==> src/aps_regs.svh <==
// register offsets, field positions, reset values and timing counts of the protection sequencer
`ifndef APS_REGS_SVH
`define APS_REGS_SVH

`define APS_CTRL_OFS 12'h000
`define APS_STAT_OFS 12'h004

`define APS_CTRL_MUTE_BIT 0
`define APS_CTRL_SLEEP_BIT 1
`define APS_CTRL_RST 32'h0000_0000

`define APS_STAT_SLEEP_BIT 0
`define APS_STAT_RUN_BIT 1
`define APS_STAT_FAULT_BIT 2
`define APS_STAT_OTEMP_BIT 3
`define APS_STAT_DRIVE_BIT 4
`define APS_STAT_ROLE_BIT 5
`define APS_STAT_BIAS_BIT 6

`define APS_CLK_PERIOD_NS 50
`define APS_DELAY_US 16400
`define APS_DELAY_CYCLES ((`APS_DELAY_US * 1000 + `APS_CLK_PERIOD_NS - 1) / `APS_CLK_PERIOD_NS)
`define APS_OSC_HALF 40

`endif

==> src/aps_pkg.sv <==
// types shared by the protection sequencer files
`default_nettype none
package aps_pkg;
   typedef enum logic [1:0] {
      APS_SLEEP,
      APS_BIAS_WAIT,
      APS_DELAY,
      APS_RUN
   } aps_state_e;
endpackage
`default_nettype wire

==> src/aps_delay_timer.sv <==
// start-up delay timer: counts while enabled, flags expiry
`timescale 1ns/1ps
`default_nettype none
module aps_delay_timer #(
   parameter int CYCLES = 328000
) (
   input wire logic pclk,
   input wire logic presetn,
   input wire logic run,
   output logic done_q
);
   localparam int CW = $clog2(CYCLES + 1);
   logic [CW-1:0] cnt_q;

   // dropping run restarts the count from zero, so each wake gets the full wait
   always_ff @(posedge pclk or negedge presetn) begin
      if (!presetn) begin
         cnt_q <= '0;
         done_q <= 1'b0;
      end else if (!run) begin
         cnt_q <= '0;
         done_q <= 1'b0;
      end else if (cnt_q == CW'(CYCLES - 1)) begin
         done_q <= 1'b1;
      end else begin
         cnt_q <= cnt_q + 1'b1;
      end
   end
endmodule
`default_nettype wire

==> src/aps_protection_sequencer.sv <==
// control and protection sequencer of a mono switching amplifier, with apb registers
//
// Operation
// - after bias ready, wait 16.4 ms, then allow output switching
// - power-up and every wake from sleep run the same bias and delay sequence
// - sleep input low silences outputs and holds the low-current state
// - mute high disables outputs, mute low enables them
// - detected output short cuts drive at once
// - short fault latches; cleared only by cycling sleep or mute
// - fault output high while short flag set, low once cleared
// - mute high clears short flag; run resumes when mute low
// - role select high: internal oscillator, driven out on sync pin
// - role select low: sync pin is input, switching follows it
// - over-temperature forces sleep and output off, not latched
// - over-temperature clears after cooling, operation resumes by itself
`timescale 1ns/1ps
`default_nettype none
`include "aps_regs.svh"
module aps_protection_sequencer
   import aps_pkg::*;
#(
   parameter int DELAY_CYCLES = `APS_DELAY_CYCLES,
   parameter int OSC_HALF = `APS_OSC_HALF,
   parameter int AW = 12
) (
   input wire logic pclk,
   input wire logic presetn,
   input wire logic psel,
   input wire logic penable,
   input wire logic pwrite,
   input wire logic [AW-1:0] paddr,
   input wire logic [31:0] pwdata,
   input wire logic [3:0] pstrb,
   output logic [31:0] prdata,
   output logic pready,
   output logic pslverr,
   input wire logic sleep_n,
   input wire logic mute,
   input wire logic bias_ready,
   input wire logic short_detect,
   input wire logic over_temp,
   input wire logic role_select,
   input wire logic sync_in,
   output logic sync_out,
   output logic sync_oe,
   output logic pwm_clk,
   output logic drive_en,
   output logic fault,
   output logic low_power
);
   aps_state_e state_q, state_d;
   logic [31:0] ctrl_q;
   logic [31:0] prdata_q;
   logic pready_q, pslverr_q;
   logic drive_en_q, fault_q, low_power_q;
   logic sync_out_q, sync_oe_q, pwm_clk_q, osc_q;
   logic [15:0] osc_cnt_q;
   logic osc_tick;
   logic timer_done;
   logic mute_eff, sleep_eff, short_set;
   logic setup, access, hit_ctrl, hit_stat;
   logic [31:0] stat_w;

   // monitors come in already synchronous, so they are used without extra stages
   assign mute_eff = mute | ctrl_q[`APS_CTRL_MUTE_BIT];
   assign sleep_eff = ~sleep_n | ctrl_q[`APS_CTRL_SLEEP_BIT] | over_temp;
   // a short counts whenever the bridge would be driven, so a short that outlives a mute
   // cycle trips again instead of leaving drive off with the flag clear
   assign short_set = short_detect & (state_q == APS_RUN) & ~mute_eff & ~sleep_eff;

   // apb slave
   assign setup = psel & ~penable;
   assign access = psel & penable & pready_q;
   assign hit_ctrl = (paddr == `APS_CTRL_OFS);
   assign hit_stat = (paddr == `APS_STAT_OFS);

   always_comb begin
      stat_w = 32'h0000_0000;
      stat_w[`APS_STAT_SLEEP_BIT] = (state_q == APS_SLEEP);
      stat_w[`APS_STAT_RUN_BIT] = (state_q == APS_RUN);
      stat_w[`APS_STAT_FAULT_BIT] = fault_q;
      stat_w[`APS_STAT_OTEMP_BIT] = over_temp;
      stat_w[`APS_STAT_DRIVE_BIT] = drive_en_q;
      stat_w[`APS_STAT_ROLE_BIT] = role_select;
      stat_w[`APS_STAT_BIAS_BIT] = bias_ready;
   end

   // zero-wait slave: ready rises for the access cycle that follows every setup
   always_ff @(posedge pclk or negedge presetn) begin
      if (!presetn) begin
         pready_q <= 1'b0;
         pslverr_q <= 1'b0;
         prdata_q <= 32'h0000_0000;
      end else begin
         pready_q <= setup;
         pslverr_q <= setup & ~(hit_ctrl | (hit_stat & ~pwrite));
         if (setup && !pwrite && hit_ctrl) begin
            prdata_q <= ctrl_q;
         end else if (setup && !pwrite && hit_stat) begin
            prdata_q <= stat_w;
         end else if (setup) begin
            prdata_q <= 32'h0000_0000;
         end
      end
   end

   // only the low byte holds control bits; upper lanes are ignored
   always_ff @(posedge pclk or negedge presetn) begin
      if (!presetn) begin
         ctrl_q <= `APS_CTRL_RST;
      end else if (access && pwrite && hit_ctrl && pstrb[0]) begin
         ctrl_q <= {30'h0000_0000, pwdata[1:0]};
      end
   end

   // power sequencing
   always_comb begin
      state_d = state_q;
      case (state_q)
         APS_SLEEP: begin
            if (!sleep_eff) begin
               state_d = APS_BIAS_WAIT;
            end
         end
         APS_BIAS_WAIT: begin
            if (sleep_eff) begin
               state_d = APS_SLEEP;
            end else if (bias_ready) begin
               state_d = APS_DELAY;
            end
         end
         APS_DELAY: begin
            if (sleep_eff) begin
               state_d = APS_SLEEP;
            end else if (timer_done) begin
               state_d = APS_RUN;
            end
         end
         APS_RUN: begin
            if (sleep_eff) begin
               state_d = APS_SLEEP;
            end
         end
         default: begin
            state_d = APS_SLEEP;
         end
      endcase
   end

   // power-up enters the same bias wait as a wake from sleep
   always_ff @(posedge pclk or negedge presetn) begin
      if (!presetn) begin
         state_q <= APS_BIAS_WAIT;
      end else begin
         state_q <= state_d;
      end
   end

   // the timer restarts whenever the sequencer leaves the delay state
   aps_delay_timer #(
      .CYCLES(DELAY_CYCLES)
   ) u_timer (
      .pclk(pclk),
      .presetn(presetn),
      .run(state_q == APS_DELAY),
      .done_q(timer_done)
   );

   // registered from the next state so the pin matches the sleep state in the same cycle
   always_ff @(posedge pclk or negedge presetn) begin
      if (!presetn) begin
         low_power_q <= 1'b0;
      end else begin
         low_power_q <= (state_d == APS_SLEEP);
      end
   end

   // output drive and short fault
   // the raw short input also gates drive so the bridge drops on the detecting edge
   always_ff @(posedge pclk or negedge presetn) begin
      if (!presetn) begin
         drive_en_q <= 1'b0;
      end else begin
         drive_en_q <= (state_q == APS_RUN) & ~sleep_eff & ~mute_eff
                       & ~short_detect & ~fault_q;
      end
   end

   // set wins over clear; clearing is level-held for as long as mute or sleep stays on
   always_ff @(posedge pclk or negedge presetn) begin
      if (!presetn) begin
         fault_q <= 1'b0;
      end else if (short_set) begin
         fault_q <= 1'b1;
      end else if (mute_eff || sleep_eff) begin
         fault_q <= 1'b0;
      end
   end

   // switching clock and sync pin
   always_ff @(posedge pclk or negedge presetn) begin
      if (!presetn) begin
         osc_cnt_q <= 16'h0000;
      end else if (osc_tick) begin
         osc_cnt_q <= 16'h0000;
      end else begin
         osc_cnt_q <= osc_cnt_q + 16'h0001;
      end
   end
   assign osc_tick = (osc_cnt_q == 16'(OSC_HALF - 1));

   always_ff @(posedge pclk or negedge presetn) begin
      if (!presetn) begin
         osc_q <= 1'b0;
      end else if (osc_tick) begin
         osc_q <= ~osc_q;
      end
   end

   // slave mode follows the incoming edges one clock late; jitter is one pclk period
   always_ff @(posedge pclk or negedge presetn) begin
      if (!presetn) begin
         sync_oe_q <= 1'b0;
         sync_out_q <= 1'b0;
         pwm_clk_q <= 1'b0;
      end else begin
         sync_oe_q <= role_select;
         sync_out_q <= role_select & osc_q;
         pwm_clk_q <= role_select ? osc_q : sync_in;
      end
   end

   assign prdata = prdata_q;
   assign pready = pready_q;
   assign pslverr = pslverr_q;
   assign sync_out = sync_out_q;
   assign sync_oe = sync_oe_q;
   assign pwm_clk = pwm_clk_q;
   assign drive_en = drive_en_q;
   assign fault = fault_q;
   assign low_power = low_power_q;
endmodule
`default_nettype wire

==> config.mk <==
export PLATFORM = sky130hd
export DESIGN_NAME = aps_protection_sequencer
export DESIGN_NICKNAME = d
export VERILOG_FILES = /design/src/aps_pkg.sv /design/src/aps_delay_timer.sv /design/src/aps_protection_sequencer.sv
export VERILOG_INCLUDE_DIRS = /design/src /design/src/src
export SDC_FILE = /design/constraint.sdc
export NUM_CORES = 1
export LEC_CHECK = 0
export BUFFER_PORTS_ARGS = -buffer_cell sky130_fd_sc_hd__buf_2
export CAP_MARGIN = 30
export CORE_MARGIN = 4
export CORE_UTILIZATION = 50
export DETAILED_ROUTE_END_ITERATION = 16
export HOLD_SLACK_MARGIN = 0.05
export PLACE_DENSITY = 0.84
export SETUP_SLACK_MARGIN = 0.4
export SLEW_MARGIN = 0
export SYNTH_ARGS = -nofsm -noshare
export SYNTH_HDL_FRONTEND = slang
export SYNTH_HIERARCHICAL = 1
export SYNTH_SLANG_ARGS = --single-unit
==> constraint.sdc <==
create_clock -name pclk -period 1.83 [get_ports pclk]
set_input_delay 0.366 -clock pclk [delete_from_list [all_inputs] [get_ports pclk]]
set_output_delay 0.366 -clock pclk [all_outputs]
set_load 0.01 [all_outputs]
==> impl_results.html <==
<table>
<tr><th>Metric</th><th>Value</th></tr>
<tr><th colspan="2">Drt</th></tr>
<tr><td>Number of remaining DRC errors</td><td>0</td></tr>
<tr><td>Remaining antenna violation count after routing</td><td>0</td></tr>
<tr><td>Ratio of routed vias to standard cells</td><td>5.33</td></tr>
<tr><td>Detailed router's first-iteration violation count</td><td>105</td></tr>
<tr><td>WL final</td><td>6.01 mm</td></tr>
<tr><td>Detailed-route via count</td><td>2105</td></tr>
<tr><td>Mean routed wirelength per cell</td><td>15.2 µm</td></tr>
<tr><td>Number of optimization iterations in the first detailed-route pass</td><td>4</td></tr>
<tr><th colspan="2">STA</th></tr>
<tr><td>Post-route clock period utilization</td><td>81.7%</td></tr>
<tr><td>Final Slew Violations</td><td>0</td></tr>
<tr><td>Hold violation total from the final report</td><td>0</td></tr>
<tr><td>Headroom to the max-slew limit</td><td>65.4%</td></tr>
<tr><td>Highest clock frequency the design can meet</td><td>669 MHz</td></tr>
<tr><td>Setup-violating endpoint count in the final report</td><td>0</td></tr>
<tr><td>Slew of the pin with the lowest slew margin</td><td>0.519 ns</td></tr>
<tr><td>Unrepaired setup endpoints after global routing</td><td>yes</td></tr>
<tr><td>Post-Route Hold Slack</td><td>0.201 ns</td></tr>
<tr><td>Shortest period the worst path allows</td><td>1.50 ns</td></tr>
<tr><td>Post-route worst setup slack</td><td>0.334 ns</td></tr>
<tr><td>Post-Route Setup TNS</td><td>0 ns</td></tr>
<tr><td>Clock skew after layout</td><td>0.00798 ns</td></tr>
<tr><th colspan="2">Pwr</th></tr>
<tr><td>VDD IR max</td><td>0.407 mV</td></tr>
<tr><td>Static leakage</td><td>0.00163 µW</td></tr>
<tr><td>Power density over the cells</td><td>612 nW/µm²</td></tr>
<tr><td>Post-layout total power</td><td>2070 µW</td></tr>
<tr><th colspan="2">Min path</th></tr>
<tr><td>Type of the tightest min-delay check</td><td>primary input to flip-flop</td></tr>
<tr><th colspan="2">Clock tree</th></tr>
<tr><td>H-Tree Level Count</td><td>2</td></tr>
<tr><td>Clock-pin transition on the worst setup and hold timing paths</td><td>0.10 ns</td></tr>
<tr><td>Clock latency reported for the late side of the worst-skew pair</td><td>0.31 ns</td></tr>
<tr><td>CTS max path bufs</td><td>2</td></tr>
<tr><td>Inserted Clock Buffers</td><td>5</td></tr>
<tr><td>Clk sinks</td><td>56</td></tr>
<tr><td>CTS root buffer</td><td>sky130_fd_sc_hd__clkbuf_8</td></tr>
<tr><td>Clock tree from TritonCTS</td><td>yes</td></tr>
<tr><th colspan="2">Die</th></tr>
<tr><td>Die Span X</td><td>82.5 µm</td></tr>
<tr><td>Number of top-level design ports</td><td>100</td></tr>
<tr><td>Overall die area</td><td>6810 µm²</td></tr>
<tr><td>Starting Density</td><td>53.0%</td></tr>
<tr><td>Die Height</td><td>82.5 µm</td></tr>
<tr><td>Row cnt</td><td>26</td></tr>
<tr><td>Area of the placeable core</td><td>5240 µm²</td></tr>
<tr><th colspan="2">Setup path</th></tr>
<tr><td>Worst EP arrival</td><td>1.75 ns</td></tr>
<tr><td>Sum of buffers and inverters on the critical path</td><td>1</td></tr>
<tr><td>Critical Path Source Type</td><td>flip-flop</td></tr>
<tr><td>CP top delay family</td><td>simple AND/OR/NAND/NOR gates</td></tr>
<tr><td>Start-to-end type of the worst setup path</td><td>flip-flop to flip-flop</td></tr>
<tr><td>Cell with the largest stage delay on the worst path</td><td>sky130_fd_sc_hd__dfrtp_1</td></tr>
<tr><td>Worst setup EP type</td><td>flip-flop</td></tr>
<tr><td>Crit path largest cell delay</td><td>0.43 ns</td></tr>
<tr><td>Max Fanout on Critical Path</td><td>4</td></tr>
<tr><td>Cells along the critical path</td><td>nor4_2 &gt; nand4_2 &gt; buf_4 &gt; o21ai_0 &gt; and3b_1</td></tr>
<tr><td>Required arrival time at the worst endpoint</td><td>2.08 ns</td></tr>
<tr><th colspan="2">GRT</th></tr>
<tr><td>Overall fraction of global-route tracks in use</td><td>17.8%</td></tr>
<tr><td>Number of global-route vias before repair</td><td>2036</td></tr>
<tr><td>Antenna violations before repair</td><td>0</td></tr>
<tr><td>Aggregate global routing overflow</td><td>0</td></tr>
<tr><td>First-pass GRT wire length</td><td>9.31 mm</td></tr>
<tr><td>Pin count of the biggest net entering global routing</td><td>27</td></tr>
<tr><th colspan="2">Logic synthesis</th></tr>
<tr><td>Number of synthesis warnings</td><td>6</td></tr>
<tr><td>Post-synthesis cell type count</td><td>44</td></tr>
<tr><td>Synthesis-stage register bit count</td><td>56</td></tr>
<tr><td>Cell taking the most area after synthesis</td><td>sky130_fd_sc_hd__dfrtp_1</td></tr>
<tr><td>List of most frequent post-synthesis cells</td><td>sky130_fd_sc_hd__dfrtp_1, sky130_fd_sc_hd__buf_4, sky130_fd_sc_hd__nand2_1, sky130_fd_sc_hd__nand3_1, sky130_fd_sc_hd__nor2_1</td></tr>
<tr><td>Seq/Total Area, Yosys</td><td>50.5%</td></tr>
<tr><td>Most common cell in the netlist</td><td>sky130_fd_sc_hd__dfrtp_1</td></tr>
<tr><td>Mean post-synth cell area</td><td>10.6 µm²</td></tr>
<tr><td>Synth top area share</td><td>49.6%</td></tr>
<tr><td>Ranking of synthesized cells by area</td><td>sky130_fd_sc_hd__dfrtp_1, sky130_fd_sc_hd__buf_4, sky130_fd_sc_hd__xnor2_1, sky130_fd_sc_hd__nand3_1, sky130_fd_sc_hd__xor2_1</td></tr>
<tr><td>Number of flops mapped to enable cells by yosys</td><td>0</td></tr>
<tr><td>Dominant synthesized flop cell</td><td>sky130_fd_sc_hd__dfrtp_1</td></tr>
<tr><td>Mapped cell area</td><td>2780 µm²</td></tr>
<tr><td>Synth Instances</td><td>261</td></tr>
<tr><td>Share of synthesized registers carrying an async set or reset</td><td>100%</td></tr>
<tr><th colspan="2">Layout</th></tr>
<tr><td>Synth-to-layout area growth</td><td>21.9%</td></tr>
<tr><td>Antenna diode instance count</td><td>0</td></tr>
<tr><td>Fraction of layout instances using a drive strength above 1</td><td>33.2%</td></tr>
<tr><td>Final design utilization</td><td>64.6%</td></tr>
<tr><td>Net total in the final layout</td><td>386</td></tr>
<tr><th colspan="2">Placed design</th></tr>
<tr><td>PortBufs</td><td>41</td></tr>
<tr><td>Estimated wirelength of the detail-placed design</td><td>3.92 mm</td></tr>
<tr><td>Worst slack after detailed placement</td><td>0.0845 ns</td></tr>
<tr><td>Final weighted congestion in routability-driven placement</td><td>0.813</td></tr>
<tr><th colspan="2">Outcome</th></tr>
<tr><td>Outcome</td><td>finished, final reports clean</td></tr>
<tr><th colspan="2">Flow run</th></tr>
<tr><td>Max Cap Viol</td><td>0</td></tr>
</table>
[per-stage QoR]
step / std cells / instance area (µm²)
2_1_floorplan: 285 / 2900
3_3_place_gp: 372 / 3030
3_5_place_dp: 372 / 3030
4_1_cts: 388 / 3240
5_1_grt: 395 / 3380
6_report: 395 / 3380
[metal layers]
layer	GRT usage, %	part of all wire, %	vias to the layer above
met2	29.6	54	51
met1	22.2	40	1047
met3	3.80	4.6	11
met4	8.17	2.1	0
met5	0	0	-
li1	-	-	996
[what timing repair did]
action / 4_1_cts / 5_1_grt
pin swaps: 5 / 10
hold endpoints to repair: 20 / 0
hold buffers: 1 / 0
cloned: 0 / 0
setup buffers: 7 / 7
resized for setup: 12 / 15
setup endpoints to repair: 22 / 26
[kinds of logic after synthesis]
family	count (synthesis)	synth area share (%)
AO/OA/AOI/OAI	29	6.85
XOR/XNOR	19	6.00
adder cells (fa/ha/maj)	2	0.902
buffers and inverters	38	8.52
flip-flops	56	50.5
multiplexers	10	4.06
other	1	0.135
AND/OR/NAND/NOR	106	23.0
[registers in the layout, summed over array words and instances, names as in the netlist]
register and cells:
sync_oe 1, osc_cnt_q 16, pslverr 1, pready 1
u_timer/done_q 1, osc_q 1, u_timer/cnt_q 19, drive_en 1
prdata 7, fault 1, state_q 2, sync_out 1
low_power 1, ctrl_q 2, pwm_clk 1
[where the power goes]
group | switching [µW] | internal (µW) | total [µW]
Combinational | 88.5 | 41.7 | 130
Clock | 417 | 272 | 689
Sequential | 5.88 | 1250 | 1250
[path summary, 6_finish.rpt]
check / from / endpoint / slack, ns / cells after the start
worst max-delay path: u_timer/cnt_q[12] / u_timer/cnt_q[0] / 0.33 / 5
worst min-delay path: role_select / sync_oe / 0.20 / 1
worst max register to register: u_timer/cnt_q[12] / u_timer/cnt_q[0] / 0.33 / 5
worst min register to register: osc_q / osc_q / 0.49 / 1
max in group asynchronous: presetn / state_q[0] / 0.63 / 3
min in group asynchronous: presetn / u_timer/cnt_q[10] / 0.55 / 2
[final cells by class]
type / count / area, µm²
Fill cell: 415 / 1850
Sequential cell: 56 / 1410
Multi-Input combinational cell: 191 / 1380
Timing Repair Buffer: 62 / 378
Tap cell: 70 / 87.6
Clock buffer: 5 / 68.8
Inverter: 8 / 30.0
Clock inverter: 3 / 23.8
[placed cells by master (no fill, tap or decap), types with 8 or more instances in the layout]
master,instances
sky130_fd_sc_hd__buf_2,41
sky130_fd_sc_hd__o21ai_0,8
sky130_fd_sc_hd__nor3_1,8
sky130_fd_sc_hd__conb_1,25
sky130_fd_sc_hd__dfrtp_1,48
sky130_fd_sc_hd__xor2_1,8
sky130_fd_sc_hd__buf_4,19
sky130_fd_sc_hd__nand2_1,16
sky130_fd_sc_hd__inv_1,8
sky130_fd_sc_hd__xnor2_1,11
sky130_fd_sc_hd__nand3_1,14
sky130_fd_sc_hd__nor2_1,12
Note: power is estimated with default switching activity, not from simulation.
